### src/pkg/dtc_pkg.sv
// dtc_pkg: addresses, field positions and reset values for the dual
// timer/counter block; assumes an 8-bit special register port.
package dtc_pkg;
  // special register addresses
  localparam logic [7:0] ADDR_CTRL   = 8'h88;
  localparam logic [7:0] ADDR_MODE   = 8'h89;
  localparam logic [7:0] ADDR_A_LOW  = 8'h8A;
  localparam logic [7:0] ADDR_B_LOW  = 8'h8B;
  localparam logic [7:0] ADDR_A_HIGH = 8'h8C;
  localparam logic [7:0] ADDR_B_HIGH = 8'h8D;
  localparam logic [7:0] ADDR_PRESC  = 8'h8E;
  localparam logic [7:0] ADDR_IEN    = 8'hA8;
  localparam logic [7:0] ADDR_IPRI   = 8'hB8;
  // control register bits
  localparam int B_FLAG_B = 7;
  localparam int B_RUN_B  = 6;
  localparam int B_FLAG_A = 5;
  localparam int B_RUN_A  = 4;
  // mode register fields
  localparam int B_SRC_B  = 6;
  localparam int B_MODE_B = 4;
  localparam int B_SRC_A  = 2;
  localparam int B_MODE_A = 0;
  // prescale bits
  localparam int B_PRE_A  = 0;
  localparam int B_PRE_B  = 1;
  localparam int B_PRE_C  = 2;
  // interrupt enable / priority bits
  localparam int B_GIE    = 7;
  localparam int B_IEN_B  = 3;
  localparam int B_IEN_A  = 1;
  // writable masks: reserved bits read zero
  localparam logic [7:0] MASK_CTRL  = 8'hF0;
  localparam logic [7:0] MASK_MODE  = 8'h77;
  localparam logic [7:0] MASK_PRESC = 8'h07;
  localparam logic [7:0] MASK_IEN   = 8'hFB;
  localparam logic [7:0] MASK_IPRI  = 8'h7B;
  localparam logic [7:0] RST_BYTE   = 8'h00;
  // prescaler
  localparam int         PRE_DIV    = 12;
  localparam logic [3:0] PRE_LAST   = 4'(PRE_DIV - 1);
  localparam logic [4:0] LOW5_MAX   = 5'h1F;
  localparam logic [7:0] BYTE_MAX   = 8'hFF;
  typedef enum logic [1:0] {
    MODE_13BIT = 2'b00,
    MODE_16BIT = 2'b01,
    MODE_RELOAD = 2'b10,
    MODE_SPLIT = 2'b11
  } dtc_mode_t;
endpackage : dtc_pkg

### src/verilog/dtc_top.sv
// dtc_top: two up-counting timer/counters with mode, prescale and
// interrupt enable/priority registers on the special register port.
// Assumes one MCLK domain; count pins are synchronous to MCLK.
// Function
// - timer B source bit: 0 counts system clock, 1 counts its pin
// - timer A source bit: 1 counts its pin, 0 counts system clock
// - timer B mode 00: 13-bit count, low byte top bits idle
// - timer B mode 01: full 16-bit count
// - timer B mode 10: 8-bit low byte reloads from high byte
// - timer B mode 11: stops and holds value
// - timer A mode 00: 13-bit count, low byte top bits idle
// - timer A mode 01: full 16-bit count
// - timer A mode 10: 8-bit low byte reloads from high byte
// - timer A mode 11: low byte independent 8-bit, A controls
// - split mode: A high byte timer only, uses B run and flag
// - mode bits 2..0 timer A, 6..4 timer B, 7 and 3 reserved
// - timers count only while their run bit is 1
// - timer B prescale: 0 is clock/12, 1 is undivided clock
// - timer A prescale: 0 is clock/12, 1 is undivided clock
// - enable bit 3 gates timer B interrupt
// - enable bit 1 gates timer A interrupt
// - priority bit 3 sets timer B interrupt high
// - priority bit 1 sets timer A interrupt high
// - overflow sets flag; vectoring to handler clears it
// - setting run bit keeps count value
// - counter mode: each pin falling edge adds one
// - split mode stops timer B own counter
`timescale 1ns/1ps
module dtc_top (
  // clock and reset
  input  wire logic       MCLK,
  input  wire logic       RST_N,
  // special register port
  input  wire logic [7:0] SFR_ADDR,
  input  wire logic [7:0] SFR_WDATA,
  input  wire logic       SFR_WE,
  input  wire logic       SFR_RE,
  output logic      [7:0] SFR_RDATA,
  // count pins
  input  wire logic       CNT_A_PIN,
  input  wire logic       CNT_B_PIN,
  // interrupt side
  input  wire logic       VEC_A_ACK,
  input  wire logic       VEC_B_ACK,
  output logic            IRQ_A,
  output logic            IRQ_B,
  output logic            IRQ_A_HIGH,
  output logic            IRQ_B_HIGH
);
  logic [7:0] ctrl_r, ctrl_nxt, mode_r, mode_nxt, pre_r, pre_nxt;
  logic [7:0] ien_r, ien_nxt, ipri_r, ipri_nxt;
  logic [7:0] al_r, al_nxt, ah_r, ah_nxt, bl_r, bl_nxt, bh_r, bh_nxt;
  logic [3:0] div_r, div_nxt;
  logic [1:0] pa_r, pa_nxt, pb_r, pb_nxt;
  logic       pa_d_r, pa_d_nxt, pb_d_r, pb_d_nxt;
  logic [7:0] rd_r, rd_nxt;
  logic       irqa_r, irqa_nxt, irqb_r, irqb_nxt;
  logic       pha_r, pha_nxt, phb_r, phb_nxt;
  logic       tick12, edge_a, edge_b, tick_a, tick_b, tick_ah;
  logic       run_a, run_b, split;
  logic       ovf_a, ovf_b;
  dtc_pkg::dtc_mode_t ma, mb;

  // clock tick for timer use: undivided or divide-by-12
  function automatic logic sel_tick(input logic pre, input logic t12);
    sel_tick = pre ? 1'b1 : t12;
  endfunction : sel_tick

  // one 16-bit step in modes 0..3; returns {ovf, high, low}
  function automatic logic [16:0] step(input dtc_pkg::dtc_mode_t m,
                                       input logic [7:0] lo,
                                       input logic [7:0] hi);
    logic [16:0] r;
    r = {1'b0, hi, lo};
    unique case (m)
      dtc_pkg::MODE_13BIT: begin
        if (lo[4:0] == dtc_pkg::LOW5_MAX) begin
          r[4:0] = 5'h00;
          r[16:8] = {1'b0, hi} + 9'h001;
        end else begin
          r[4:0] = lo[4:0] + 5'h01;
        end
      end
      dtc_pkg::MODE_16BIT: r = {1'b0, hi, lo} + 17'h00001;
      dtc_pkg::MODE_RELOAD: begin
        if (lo == dtc_pkg::BYTE_MAX) r = {1'b1, hi, hi};
        else r[7:0] = lo + 8'h01;
      end
      dtc_pkg::MODE_SPLIT: begin
        r[8:0] = {1'b0, lo} + 9'h001;
        r[16] = r[8];
        r[15:8] = hi;
      end
    endcase
    step = r;
  endfunction : step

  assign ma    = dtc_pkg::dtc_mode_t'(mode_r[dtc_pkg::B_MODE_A +: 2]);
  assign mb    = dtc_pkg::dtc_mode_t'(mode_r[dtc_pkg::B_MODE_B +: 2]);
  assign split = (ma == dtc_pkg::MODE_SPLIT);
  assign run_a = ctrl_r[dtc_pkg::B_RUN_A];
  assign run_b = ctrl_r[dtc_pkg::B_RUN_B];
  assign tick12 = (div_r == dtc_pkg::PRE_LAST);
  assign edge_a = pa_d_r & ~pa_r[1]; // falling edge
  assign edge_b = pb_d_r & ~pb_r[1];
  // source select per timer
  assign tick_a = mode_r[dtc_pkg::B_SRC_A] ? edge_a
                : sel_tick(pre_r[dtc_pkg::B_PRE_A], tick12);
  assign tick_b = mode_r[dtc_pkg::B_SRC_B] ? edge_b
                : sel_tick(pre_r[dtc_pkg::B_PRE_B], tick12);
  // split high byte is a timer only, never the pin
  assign tick_ah = sel_tick(pre_r[dtc_pkg::B_PRE_A], tick12);

  // prescaler and pin synchronisers
  always_comb begin
    div_nxt  = tick12 ? 4'h0 : div_r + 4'h1;
    pa_nxt   = {pa_r[0], CNT_A_PIN};
    pb_nxt   = {pb_r[0], CNT_B_PIN};
    pa_d_nxt = pa_r[1];
    pb_d_nxt = pb_r[1];
  end

  always_ff @(posedge MCLK or negedge RST_N) begin
    if (!RST_N) begin
      div_r  <= 4'h0;
      pa_r   <= 2'b11;
      pb_r   <= 2'b11;
      pa_d_r <= 1'b1;
      pb_d_r <= 1'b1;
    end else begin
      div_r  <= div_nxt;
      pa_r   <= pa_nxt;
      pb_r   <= pb_nxt;
      pa_d_r <= pa_d_nxt;
      pb_d_r <= pb_d_nxt;
    end
  end

  // counters, flags and register writes; hardware set beats clear
  always_comb begin
    logic [16:0] sa, sb;
    logic [8:0]  sh;
    sa = step(ma, al_r, ah_r);
    sb = step(mb, bl_r, bh_r);
    sh = {1'b0, ah_r} + 9'h001;
    ctrl_nxt = ctrl_r;
    mode_nxt = mode_r;
    pre_nxt  = pre_r;
    ien_nxt  = ien_r;
    ipri_nxt = ipri_r;
    al_nxt = al_r;
    ah_nxt = ah_r;
    bl_nxt = bl_r;
    bh_nxt = bh_r;
    ovf_a = 1'b0;
    ovf_b = 1'b0;
    if (SFR_WE) begin
      unique case (SFR_ADDR)
        dtc_pkg::ADDR_CTRL:   ctrl_nxt = SFR_WDATA & dtc_pkg::MASK_CTRL;
        dtc_pkg::ADDR_MODE:   mode_nxt = SFR_WDATA
                                       & dtc_pkg::MASK_MODE;
        dtc_pkg::ADDR_PRESC:  pre_nxt  = SFR_WDATA & dtc_pkg::MASK_PRESC;
        dtc_pkg::ADDR_IEN:    ien_nxt  = SFR_WDATA & dtc_pkg::MASK_IEN;
        dtc_pkg::ADDR_IPRI:   ipri_nxt = SFR_WDATA & dtc_pkg::MASK_IPRI;
        dtc_pkg::ADDR_A_LOW:  al_nxt   = SFR_WDATA;
        dtc_pkg::ADDR_A_HIGH: ah_nxt   = SFR_WDATA;
        dtc_pkg::ADDR_B_LOW:  bl_nxt   = SFR_WDATA;
        dtc_pkg::ADDR_B_HIGH: bh_nxt   = SFR_WDATA;
        default: ;
      endcase
    end
    // timer A (low byte alone in split mode); run kept, count kept
    if (run_a && tick_a) begin
      al_nxt = sa[7:0];
      if (!split) ah_nxt = sa[15:8];
      ovf_a = sa[16];
    end
    if (split) begin
      // high byte timer driven by B run bit, raises B flag
      if (run_b && tick_ah) begin
        ah_nxt = sh[7:0];
        ovf_b = sh[8];
      end
    end else if (run_b && tick_b && mb != dtc_pkg::MODE_SPLIT) begin
      // mode 11 holds; split stops B own count
      bl_nxt = sb[7:0];
      bh_nxt = sb[15:8];
      ovf_b = sb[16];
    end
    if (VEC_A_ACK) ctrl_nxt[dtc_pkg::B_FLAG_A] = 1'b0;
    if (VEC_B_ACK) ctrl_nxt[dtc_pkg::B_FLAG_B] = 1'b0;
    if (ovf_a) ctrl_nxt[dtc_pkg::B_FLAG_A] = 1'b1;
    if (ovf_b) ctrl_nxt[dtc_pkg::B_FLAG_B] = 1'b1;
  end

  // read data and interrupt outputs
  always_comb begin
    rd_nxt = rd_r;
    if (SFR_RE) begin
      unique case (SFR_ADDR)
        dtc_pkg::ADDR_CTRL:   rd_nxt = ctrl_r;
        dtc_pkg::ADDR_MODE:   rd_nxt = mode_r;
        dtc_pkg::ADDR_PRESC:  rd_nxt = pre_r;
        dtc_pkg::ADDR_IEN:    rd_nxt = ien_r;
        dtc_pkg::ADDR_IPRI:   rd_nxt = ipri_r;
        dtc_pkg::ADDR_A_LOW:  rd_nxt = al_r;
        dtc_pkg::ADDR_A_HIGH: rd_nxt = ah_r;
        dtc_pkg::ADDR_B_LOW:  rd_nxt = bl_r;
        dtc_pkg::ADDR_B_HIGH: rd_nxt = bh_r;
        default:              rd_nxt = dtc_pkg::RST_BYTE;
      endcase
    end
    irqa_nxt = ctrl_nxt[dtc_pkg::B_FLAG_A] & ien_nxt[dtc_pkg::B_IEN_A]
             & ien_nxt[dtc_pkg::B_GIE];
    irqb_nxt = ctrl_nxt[dtc_pkg::B_FLAG_B] & ien_nxt[dtc_pkg::B_IEN_B]
             & ien_nxt[dtc_pkg::B_GIE];
    pha_nxt = ipri_nxt[dtc_pkg::B_IEN_A];
    phb_nxt = ipri_nxt[dtc_pkg::B_IEN_B];
  end

  always_ff @(posedge MCLK or negedge RST_N) begin
    if (!RST_N) begin
      ctrl_r <= dtc_pkg::RST_BYTE;
      mode_r <= dtc_pkg::RST_BYTE;
      pre_r  <= dtc_pkg::RST_BYTE;
      ien_r  <= dtc_pkg::RST_BYTE;
      ipri_r <= dtc_pkg::RST_BYTE;
      al_r   <= dtc_pkg::RST_BYTE;
      ah_r   <= dtc_pkg::RST_BYTE;
      bl_r   <= dtc_pkg::RST_BYTE;
      bh_r   <= dtc_pkg::RST_BYTE;
      rd_r   <= dtc_pkg::RST_BYTE;
      irqa_r <= 1'b0;
      irqb_r <= 1'b0;
      pha_r  <= 1'b0;
      phb_r  <= 1'b0;
    end else begin
      ctrl_r <= ctrl_nxt;
      mode_r <= mode_nxt;
      pre_r  <= pre_nxt;
      ien_r  <= ien_nxt;
      ipri_r <= ipri_nxt;
      al_r   <= al_nxt;
      ah_r   <= ah_nxt;
      bl_r   <= bl_nxt;
      bh_r   <= bh_nxt;
      rd_r   <= rd_nxt;
      irqa_r <= irqa_nxt;
      irqb_r <= irqb_nxt;
      pha_r  <= pha_nxt;
      phb_r  <= phb_nxt;
    end
  end

  assign SFR_RDATA  = rd_r;
  assign IRQ_A      = irqa_r;
  assign IRQ_B      = irqb_r;
  assign IRQ_A_HIGH = pha_r;
  assign IRQ_B_HIGH = phb_r;

  // checks
  a_hold_mode3: assert property (@(posedge MCLK)
    disable iff (!RST_N)
    (mb == dtc_pkg::MODE_SPLIT && !split && !SFR_WE) |=> $stable(bl_r))
    else $error("timer B moved in stop mode");
  a_stop_run_a: assert property (@(posedge MCLK)
    disable iff (!RST_N)
    (!run_a && !SFR_WE) |=> $stable(al_r))
    else $error("timer A counted while stopped");
  a_pin_count: assert property (@(posedge MCLK)
    disable iff (!RST_N)
    (mode_r[dtc_pkg::B_SRC_A] && run_a && ma == dtc_pkg::MODE_16BIT
     && edge_a && !SFR_WE) |=> ({ah_r, al_r} == $past({ah_r, al_r}) + 16'h1))
    else $error("pin edge not counted");
  a_reload_a: assert property (@(posedge MCLK)
    disable iff (!RST_N)
    (ma == dtc_pkg::MODE_RELOAD && run_a && tick_a && al_r == 8'hFF
     && !SFR_WE) |=> (al_r == ah_r && ctrl_r[dtc_pkg::B_FLAG_A]))
    else $error("reload or flag missing");
  a_split_b: assert property (@(posedge MCLK)
    disable iff (!RST_N)
    (split && !SFR_WE) |=> $stable(bl_r) && $stable(bh_r))
    else $error("timer B counted in split");
  a_irq_gate: assert property (@(posedge MCLK)
    disable iff (!RST_N)
    IRQ_A |-> $past(ien_nxt[dtc_pkg::B_GIE] & ien_nxt[dtc_pkg::B_IEN_A]))
    else $error("irq A without enables");
  // tick every 12th cycle: one tick, eleven quiet cycles, then a tick
  a_div_twelve: assert property (@(posedge MCLK)
    disable iff (!RST_N)
    tick12 |=> !tick12 [*8] ##1 !tick12 [*3] ##1 tick12)
    else $error("prescale period wrong");
  a_flag_a_set: assert property (@(posedge MCLK)
    disable iff (!RST_N)
    ovf_a |=> ctrl_r[dtc_pkg::B_FLAG_A])
    else $error("flag A not set");
  a_13bit_b: assert property (@(posedge MCLK)
    disable iff (!RST_N)
    (mb == dtc_pkg::MODE_13BIT && !split && !SFR_WE) |=> $stable(bl_r[7:5]))
    else $error("13-bit top bits moved");
  c_ovf_b: cover property (@(posedge MCLK) ovf_b);
  c_split: cover property (@(posedge MCLK) split && run_b && tick_ah);
  c_irq_b: cover property (@(posedge MCLK) IRQ_B && IRQ_B_HIGH);
endmodule : dtc_top

### config.mk
export PLATFORM = sky130hd
export DESIGN_NAME = dtc_top
export DESIGN_NICKNAME = d
export VERILOG_FILES = /design/src/pkg/dtc_pkg.sv /design/src/verilog/dtc_top.sv
export SDC_FILE = /design/constraint.sdc
export NUM_CORES = 1
export LEC_CHECK = 0
export ABC_AREA = 0
export ABC_CLOCK_PERIOD_IN_PS = 2900
export BUFFER_PORTS_ARGS = -buffer_cell sky130_fd_sc_hd__buf_2
export CELL_PAD_IN_SITES_DETAIL_PLACEMENT = 0
export CELL_PAD_IN_SITES_GLOBAL_PLACEMENT = 2
export CORE_ASPECT_RATIO = 1.25
export CORE_MARGIN = 1.5
export CORE_UTILIZATION = 40
export CTS_BUF_LIST = sky130_fd_sc_hd__clkbuf_8
export CTS_CLUSTER_SIZE = 16
export DETAILED_ROUTE_END_ITERATION = 10
export GPL_TIMING_DRIVEN = 0
export PLACE_DENSITY_LB_ADDON = 0.15
export SYNTH_ARGS = -nofsm -noshare
export SYNTH_HDL_FRONTEND = slang
export SYNTH_SLANG_ARGS = --single-unit
### constraint.sdc
create_clock -name MCLK -period 2.9 [get_ports MCLK]
set_clock_uncertainty 0.15 [all_clocks]
set_input_delay 0.58 -clock MCLK [delete_from_list [all_inputs] [get_ports MCLK]]
set_output_delay 0.58 -clock MCLK [all_outputs]
set_load 0.05 [all_outputs]
Word level (Yosys, flattened, before mapping)
Index checks and enable logic that the tools add are counted.
- add/subtract/negate cells: 11
- multipliers: 0
- divide/modulo/power cells: 0
- $lt $le $gt $ge: 0
- equal/unequal tests: 26
- shift-type cells: 0
- mux-type cells: 51
- bitwise operators: 8
- reduce and logical (&&, ||, !) cells: 16
- operator list (kind ; count):
    $mux W8 ; 23
    $eq A8 B8 Y1 const B ; 11
    $pmux W8 S9 ; 1
    $pmux W9 S4 ; 2
    $pmux W5 S4 ; 2
    $add A8 B1 Y9 const B ; 4
    $mux W9 ; 4
    $add A16 B1 Y17 const B ; 2
    $pmux W3 S3 ; 2
    $add A8 B1 Y8 const B ; 2
    $mux W1 ; 12
    $mux W4 ; 3
    $reduce_and A2 Y1 ; 6
    $add A5 B1 Y5 const B ; 2
    $eq A5 B5 Y1 const B ; 2
    $mux W5 ; 2
    $eq A2 B2 Y1 const B ; 4
    $and A1 B1 Y1 ; 6
    $ne A3 B3 Y1 const B ; 2
    $reduce_and A3 Y1 ; 2
    $ne A5 B2 Y1 const B ; 1
    $add A4 B1 Y4 const B ; 1
    $eq A2 B1 Y1 const B ; 2
    $eq A4 B4 Y1 const B ; 1
    7 further kinds ; 13
- flip-flop bits (word level): 80
- bits in latches: 0
- memory bits (writable): 0
- ROM bits: 0
- input port bits: 24
- output and inout bits: 12
- word-level logic and storage cells: 136
- memories kept: 0

Longest topological paths before layout
- word-level depth: 10
- gate-level depth with buffers: 9
- depth with buffers taken out: 9

Least setup slack after synthesis
No wires, ideal clock.
- kind: reg-to-reg
- start point: register al_r[0]
- end point: register ah_r[7]
- setup time: 0.088 ns
- arrival time: 2.206 ns
- required time: 2.662 ns
- slack: 0.456 ns
- stages on the path, launching flop included: 10
- path buffers: 1
- period minus slack after synthesis: 2.444 ns
- cells stage by stage: dfrtp_1 > ha_1 > and3_2 > ha_1 > or3b_1 > clkbuf_1 > o31a_1 > nor3b_1 > or3_1 > a41oi_1
- cells in the longest elaborated chain, start to end: 7
- elaborated cells between the ends (all ways): 8
- classes of those cells: 1 x add/sub; 1 x eq/ne; 6 x mux
- ends and longest elaborated chain (what ; line ; RTL):
    from (decl) ; dtc_top.sv:52 ; logic [7:0] al_r, al_nxt, ah_r, ah_nxt, bl_r, bl_nxt, bh_r, bh_nxt;
    from (signal assigned) ; dtc_top.sv:228 ; al_r <= dtc_pkg::RST_BYTE;
    from (signal assigned) ; dtc_top.sv:243 ; al_r <= al_nxt;
    branches (longest 2 deep; another with $add A16 B1 Y17) ; - ;
    $pmux W9 S4 * ; dtc_top.sv:75 ; unique case (m)
    $mux W8 * ; dtc_top.sv:175 ; if (!split) ah_nxt = sa[15:8];
    $mux W8 * ; dtc_top.sv:173 ; if (run_a && tick_a) begin
    $mux W8 ; dtc_top.sv:180 ; if (run_b && tick_ah) begin
    $mux W8 * ; dtc_top.sv:178 ; if (split) begin
    net ah_nxt[7] ; dtc_top.sv:52 ;
    to (signal assigned) ; dtc_top.sv:229 ; ah_r <= dtc_pkg::RST_BYTE;
    to (signal assigned) ; dtc_top.sv:244 ; ah_r <= ah_nxt;
    to (decl) ; dtc_top.sv:52 ;
Mark *: on every way through the listed nets, which the timed path passes.
A chain may end at the register's enable or synchronous reset.

Worst setup path after layout
- start point: register al_r[1]
- end point: register ah_r[7]
The elaborated chain is that of the path after synthesis.

==> impl_summary.log <==
INFO  metric outcome = complete, no violations
INFO  metric grt_use_total = 25.51%
INFO  metric syn_area_per_cell = about 9.5 um^2
INFO  metric yosysSeqAreaShare = 38.15%
INFO  metric ctsRootBufferMaster = sky130_fd_sc_hd__clkbuf_8
INFO  metric critPathKind = flop to flop
INFO  metric cts_hold_repair.buffers = 0
INFO  metric highest_clock_rate = 0.3678 GHz
INFO  metric relSlewSlack = 35.19%
INFO  metric tightest_slew = about 0.97 ns
INFO  metric antenna_cells_inserted = 0
INFO  metric clock_insertion_delay_at_the_later_pin_of_the_skew_report = between 0.3 and 0.4 ns
INFO  metric cp-start-kind = flop
INFO  metric gp_routability_congestion = 0.8962
INFO  metric worstSetupStartpoint = al_r[1]$_DFFE_PN0P_
INFO  metric fillers = about 1300
INFO  metric post-place-cells = 739
INFO  metric wire_length_of_the_first_global_routing_pass = 26300 um
INFO  metric first_iter_violations = 324
INFO  metric seq_area = 0.001961 mm^2
INFO  metric synthesis.nets = 575
INFO  metric number_of_instances_in_the_synthesized_netlist = 539
INFO  metric synthMostInstantiatedCell = sky130_fd_sc_hd__dfrtp_1
INFO  metric grt_overflow = 0
INFO  metric finalMaxSlewViolations = 0
INFO  metric io_pins = 36
INFO  metric crit_chain = ha_1, and3_2, ha_1, or3b_1, clkbuf_1, o31a_1, nor3b_1, or3_1, a41oi_1
INFO  metric core_area = roughly 0.013 mm^2
INFO  metric finalSetupViolations = 0
INFO  metric synth_area_leaders = sky130_fd_sc_hd__dfrtp_1, sky130_fd_sc_hd__mux2_2, sky130_fd_sc_hd__mux2i_1, sky130_fd_sc_hd__nand2_1, sky130_fd_sc_hd__dfstp_2
INFO  metric clk_path_buf_depth = 2
INFO  metric arrival_time_reported_for_the_critical_path_endpoint = 2.87 ns
INFO  metric detail_route.wirelength = ~17000 um
INFO  metric gr-max-usage-layer = met2
INFO  metric finalSetupTns = 0 ns
INFO  metric min_period = approximately 2.7 ns
INFO  metric ys_types = between 70 and 80
INFO  metric crit_top_cell = sky130_fd_sc_hd__ha_1
INFO  metric synth_enable_flop_cells = 0
INFO  metric postCtsSetupRepairBufs = 0
INFO  metric worst_r2r_startpoint = al_r[1]$_DFFE_PN0P_
INFO  metric dieWidth = 104.4 um
INFO  metric synthesis_warning_total = 0
INFO  metric die_area = around 0.014 mm^2
INFO  metric num_rows = 46
INFO  metric hold_violations = 0
INFO  metric cp_max_fo = 6
INFO  metric timing.hold.worst.class = input port to asynchronous set/reset pin
INFO  metric critical_path.n_buffers_inverters = 1
INFO  metric vias_in_the_first_global_route = 4498
INFO  metric worstReg2RegEnd = ah_r[7]$_DFF_PN0_
INFO  metric period_share = 93.76%
INFO  metric clock_transition_at_the_registers_of_the_reported_paths = roughly 0.10 ns
INFO  metric floorplan.die.height = 129.7 um
INFO  metric hpwl_detailed = 12230 um
INFO  metric register_bit_total_from_synthesis = 78
INFO  metric areaGrowthSynthToFinish = 12.18%
INFO  metric power_per_cell_area = roughly 550 mW/mm^2
INFO  metric avgRoutedWirePerCell = 22.01 um
INFO  metric timing.critical_path.slowest_cell_delay = 0.42 ns
INFO  metric buffer_ports.inserted = 31
INFO  metric setup.worst_path.end_class = flop
INFO  metric ys.flop_type = sky130_fd_sc_hd__dfrtp_1
INFO  metric number_of_cts_inserted_buffers = 9
INFO  metric yosys.area.top_type = sky130_fd_sc_hd__dfrtp_1
INFO  metric r2r.worst_path.cells = 9
INFO  metric worstPathRequired = between 3 and 4 ns
INFO  metric max-vdd-ir-drop = 0.2743 mV
INFO  metric multiInputGateArea = approximately 0.003 mm^2
INFO  metric global_route.usage.met1 = 33.96%
INFO  metric via_count = 4584
INFO  metric r2r_slack = around 0.18 ns
INFO  metric power.leakage = approximately 2.5 nW
INFO  metric post_synth_instance_area = 0.005136 mm^2
INFO  metric grt_max_degree = 47
INFO  metric cts_htree_levels = 3
INFO  metric postSynth.asyncResetShare = 100.0%
INFO  metric unrepaired_setup_endpoints_after_global_routing = false
INFO  metric globalRouteMet3Util = 2.547%
INFO  metric crit_path_top_delay_cell = sky130_fd_sc_hd__dfrtp_1
INFO  metric cts.sinks = between 70 and 80
INFO  metric total_power = 3.164 mW
INFO  metric routed_via_density = slightly above 6
INFO  metric antenna_found_initial = 0
INFO  metric crit_end = ah_r[7]$_DFF_PN0_
INFO  metric synth.top_cell.area_share = 35.08%
INFO  metric final_net_count = roughly 620
INFO  metric path_depth = 9
INFO  metric firstDrtPassIters = 4
INFO  metric cpLargestDelayFamily = simple AND/OR/NAND/NOR gates
INFO  metric drc = 0
INFO  metric start_util = 40.75%
INFO  metric grt.met2_usage = 43.30%
INFO  metric route.antenna.remaining_nets = 0
INFO  metric final-instance-count-excl-fill = 755
INFO  metric post_route_cells_drive_above_1_share = 21.29%
INFO  metric synth.cells.most_frequent = sky130_fd_sc_hd__dfrtp_1, sky130_fd_sc_hd__nand2_1, sky130_fd_sc_hd__nand3_1
INFO  metric tritoncts = yes
INFO  metric maxCapViolations = 0
## worst reg2reg max path, stage by stage (launching register included)
cell	delay (ns)
sky130_fd_sc_hd__dfrtp_1	0.42
sky130_fd_sc_hd__ha_1	0.23
sky130_fd_sc_hd__and3_2	0.22
sky130_fd_sc_hd__ha_1	0.18
sky130_fd_sc_hd__or3b_1	0.37
sky130_fd_sc_hd__clkbuf_1	0.17
sky130_fd_sc_hd__o31a_1	0.16
sky130_fd_sc_hd__nor3b_1	0.16
sky130_fd_sc_hd__or3_1	0.37
sky130_fd_sc_hd__a41oi_1	0.22
## final cells by class
class	count	share of cell area (%)
tap	168	3.648
inverter	17	1.107
clock inverter	7	1.346
multi-input combinational	414	52.38
timing repair buffer	32	3.214
clock buffer	9	2.150
buffer	30	2.128
sequential	78	34.03
## report_power, final
part | total [mW] | leakage, nW | switching (mW) | internal (mW)
registers | 1.40 | 0.982 | 0.195 | 1.20
clock network | 0.900 | 0.101 | 0.491 | 0.409
logic | 0.868 | 1.39 | 0.490 | 0.378
## worst min path at each step
stage | startpoint | to | slack [ns] | cells after the start
4_1_cts | RST_N | al_r[1]$_DFFE_PN0P_ | 0.02 | 1
6_report | RST_N | al_r[6]$_DFFE_PN0P_ | 0.02 | 1
5_1_grt | RST_N | div_r[2]$_DFF_PN0_ | 0.04 | 1
3_5_place_dp | pb_r[0]$_DFF_PN1_ | pb_r[1]$_DFF_PN1_ | 0.20 | 0
2_1_floorplan | RST_N | IRQ_A$_DFF_PN0_ | 0.13 | 0
3_3_place_gp | pb_r[0]$_DFF_PN1_ | pb_r[1]$_DFF_PN1_ | 0.20 | 0
## layout by cell type (no fill, tap or decap), types with 5 or more instances in the layout
| master | count |
|---|---|
| sky130_fd_sc_hd__a21oi_1 | 23 |
| sky130_fd_sc_hd__dfstp_2 | 6 |
| sky130_fd_sc_hd__mux2i_1 | 22 |
| sky130_fd_sc_hd__o22ai_1 | 9 |
| sky130_fd_sc_hd__nand2_1 | 44 |
| sky130_fd_sc_hd__clkbuf_1 | 18 |
| sky130_fd_sc_hd__buf_2 | 36 |
| sky130_fd_sc_hd__ha_1 | 12 |
| sky130_fd_sc_hd__o21ai_0 | 25 |
| sky130_fd_sc_hd__and2_1 | 5 |
| sky130_fd_sc_hd__nor2_1 | 29 |
| sky130_fd_sc_hd__clkbuf_8 | 9 |
| sky130_fd_sc_hd__a31oi_1 | 5 |
| sky130_fd_sc_hd__nand3_1 | 30 |
| sky130_fd_sc_hd__or3_1 | 6 |
| sky130_fd_sc_hd__nor3_1 | 12 |
| sky130_fd_sc_hd__a221oi_1 | 16 |
| sky130_fd_sc_hd__inv_1 | 17 |
| sky130_fd_sc_hd__mux2_2 | 30 |
| sky130_fd_sc_hd__a221o_1 | 8 |
| sky130_fd_sc_hd__dfrtp_1 | 71 |
| sky130_fd_sc_hd__and4_1 | 5 |
| sky130_fd_sc_hd__a211oi_1 | 8 |
| sky130_fd_sc_hd__nand4_1 | 11 |
| sky130_fd_sc_hd__nand2b_1 | 5 |
| sky130_fd_sc_hd__xnor2_1 | 6 |
| sky130_fd_sc_hd__nor2b_1 | 10 |
## sequential cells by signal, indices dropped and copies added, names as in the netlist, 2 cells and up
signal and count:
pre_r 3, al_r 8, bh_r 8, mode_r 6
ipri_r 6, SFR_RDATA 8, pb_r 2, ien_r 7
ah_r 8, bl_r 8, div_r 4, pa_r 2
ctrl_r 4
## cells by family (layout without fill, tap and decap cells)
kind of cell             count (synthesis)  in the layout  synth area share, %
AO/OA/AOI/OAI                          148            148                21.46
multiplexers                            55             55                12.18
XOR/XNOR                                10             10                1.705
flip-flops                              78             78                38.15
AND/OR/NAND/NOR                        189            189                19.95
buffers and inverters                   47             95                3.630
adder cells (fa/ha/maj)                 12             12                2.923
## repair_timing
item	4_1_cts	5_1_grt
pin swaps	0	0
setup endpoints to repair	1	4
gates resized for setup	1	7
## metal layers
metal  up-vias  share of wire (%)
met5         -                  0
met4         0                2.6
met3        23                3.4
met2       115                 49
met1      2281                 45
li1       2165                  -
## through the flow
step / util (%) / instance area, um^2 / hold slack [ns] / setup WS (ns)
finish: 45.71 / 5762 / 0.02200 / 0.1810
global route: 45.71 / 5762 / 0.04286 / 0.01634
CTS: 45.49 / 5734 / 0.02461 / 0.008699
detailed placement: 43.89 / 5532 / 0.1991 / -0.01074
global placement: 43.65 / 5502 / 0.1985 / -0.007396
floorplan: - / 5136 / 0.1344 / 0.4557
No activity file was read; power rests on OpenSTA's default activity.
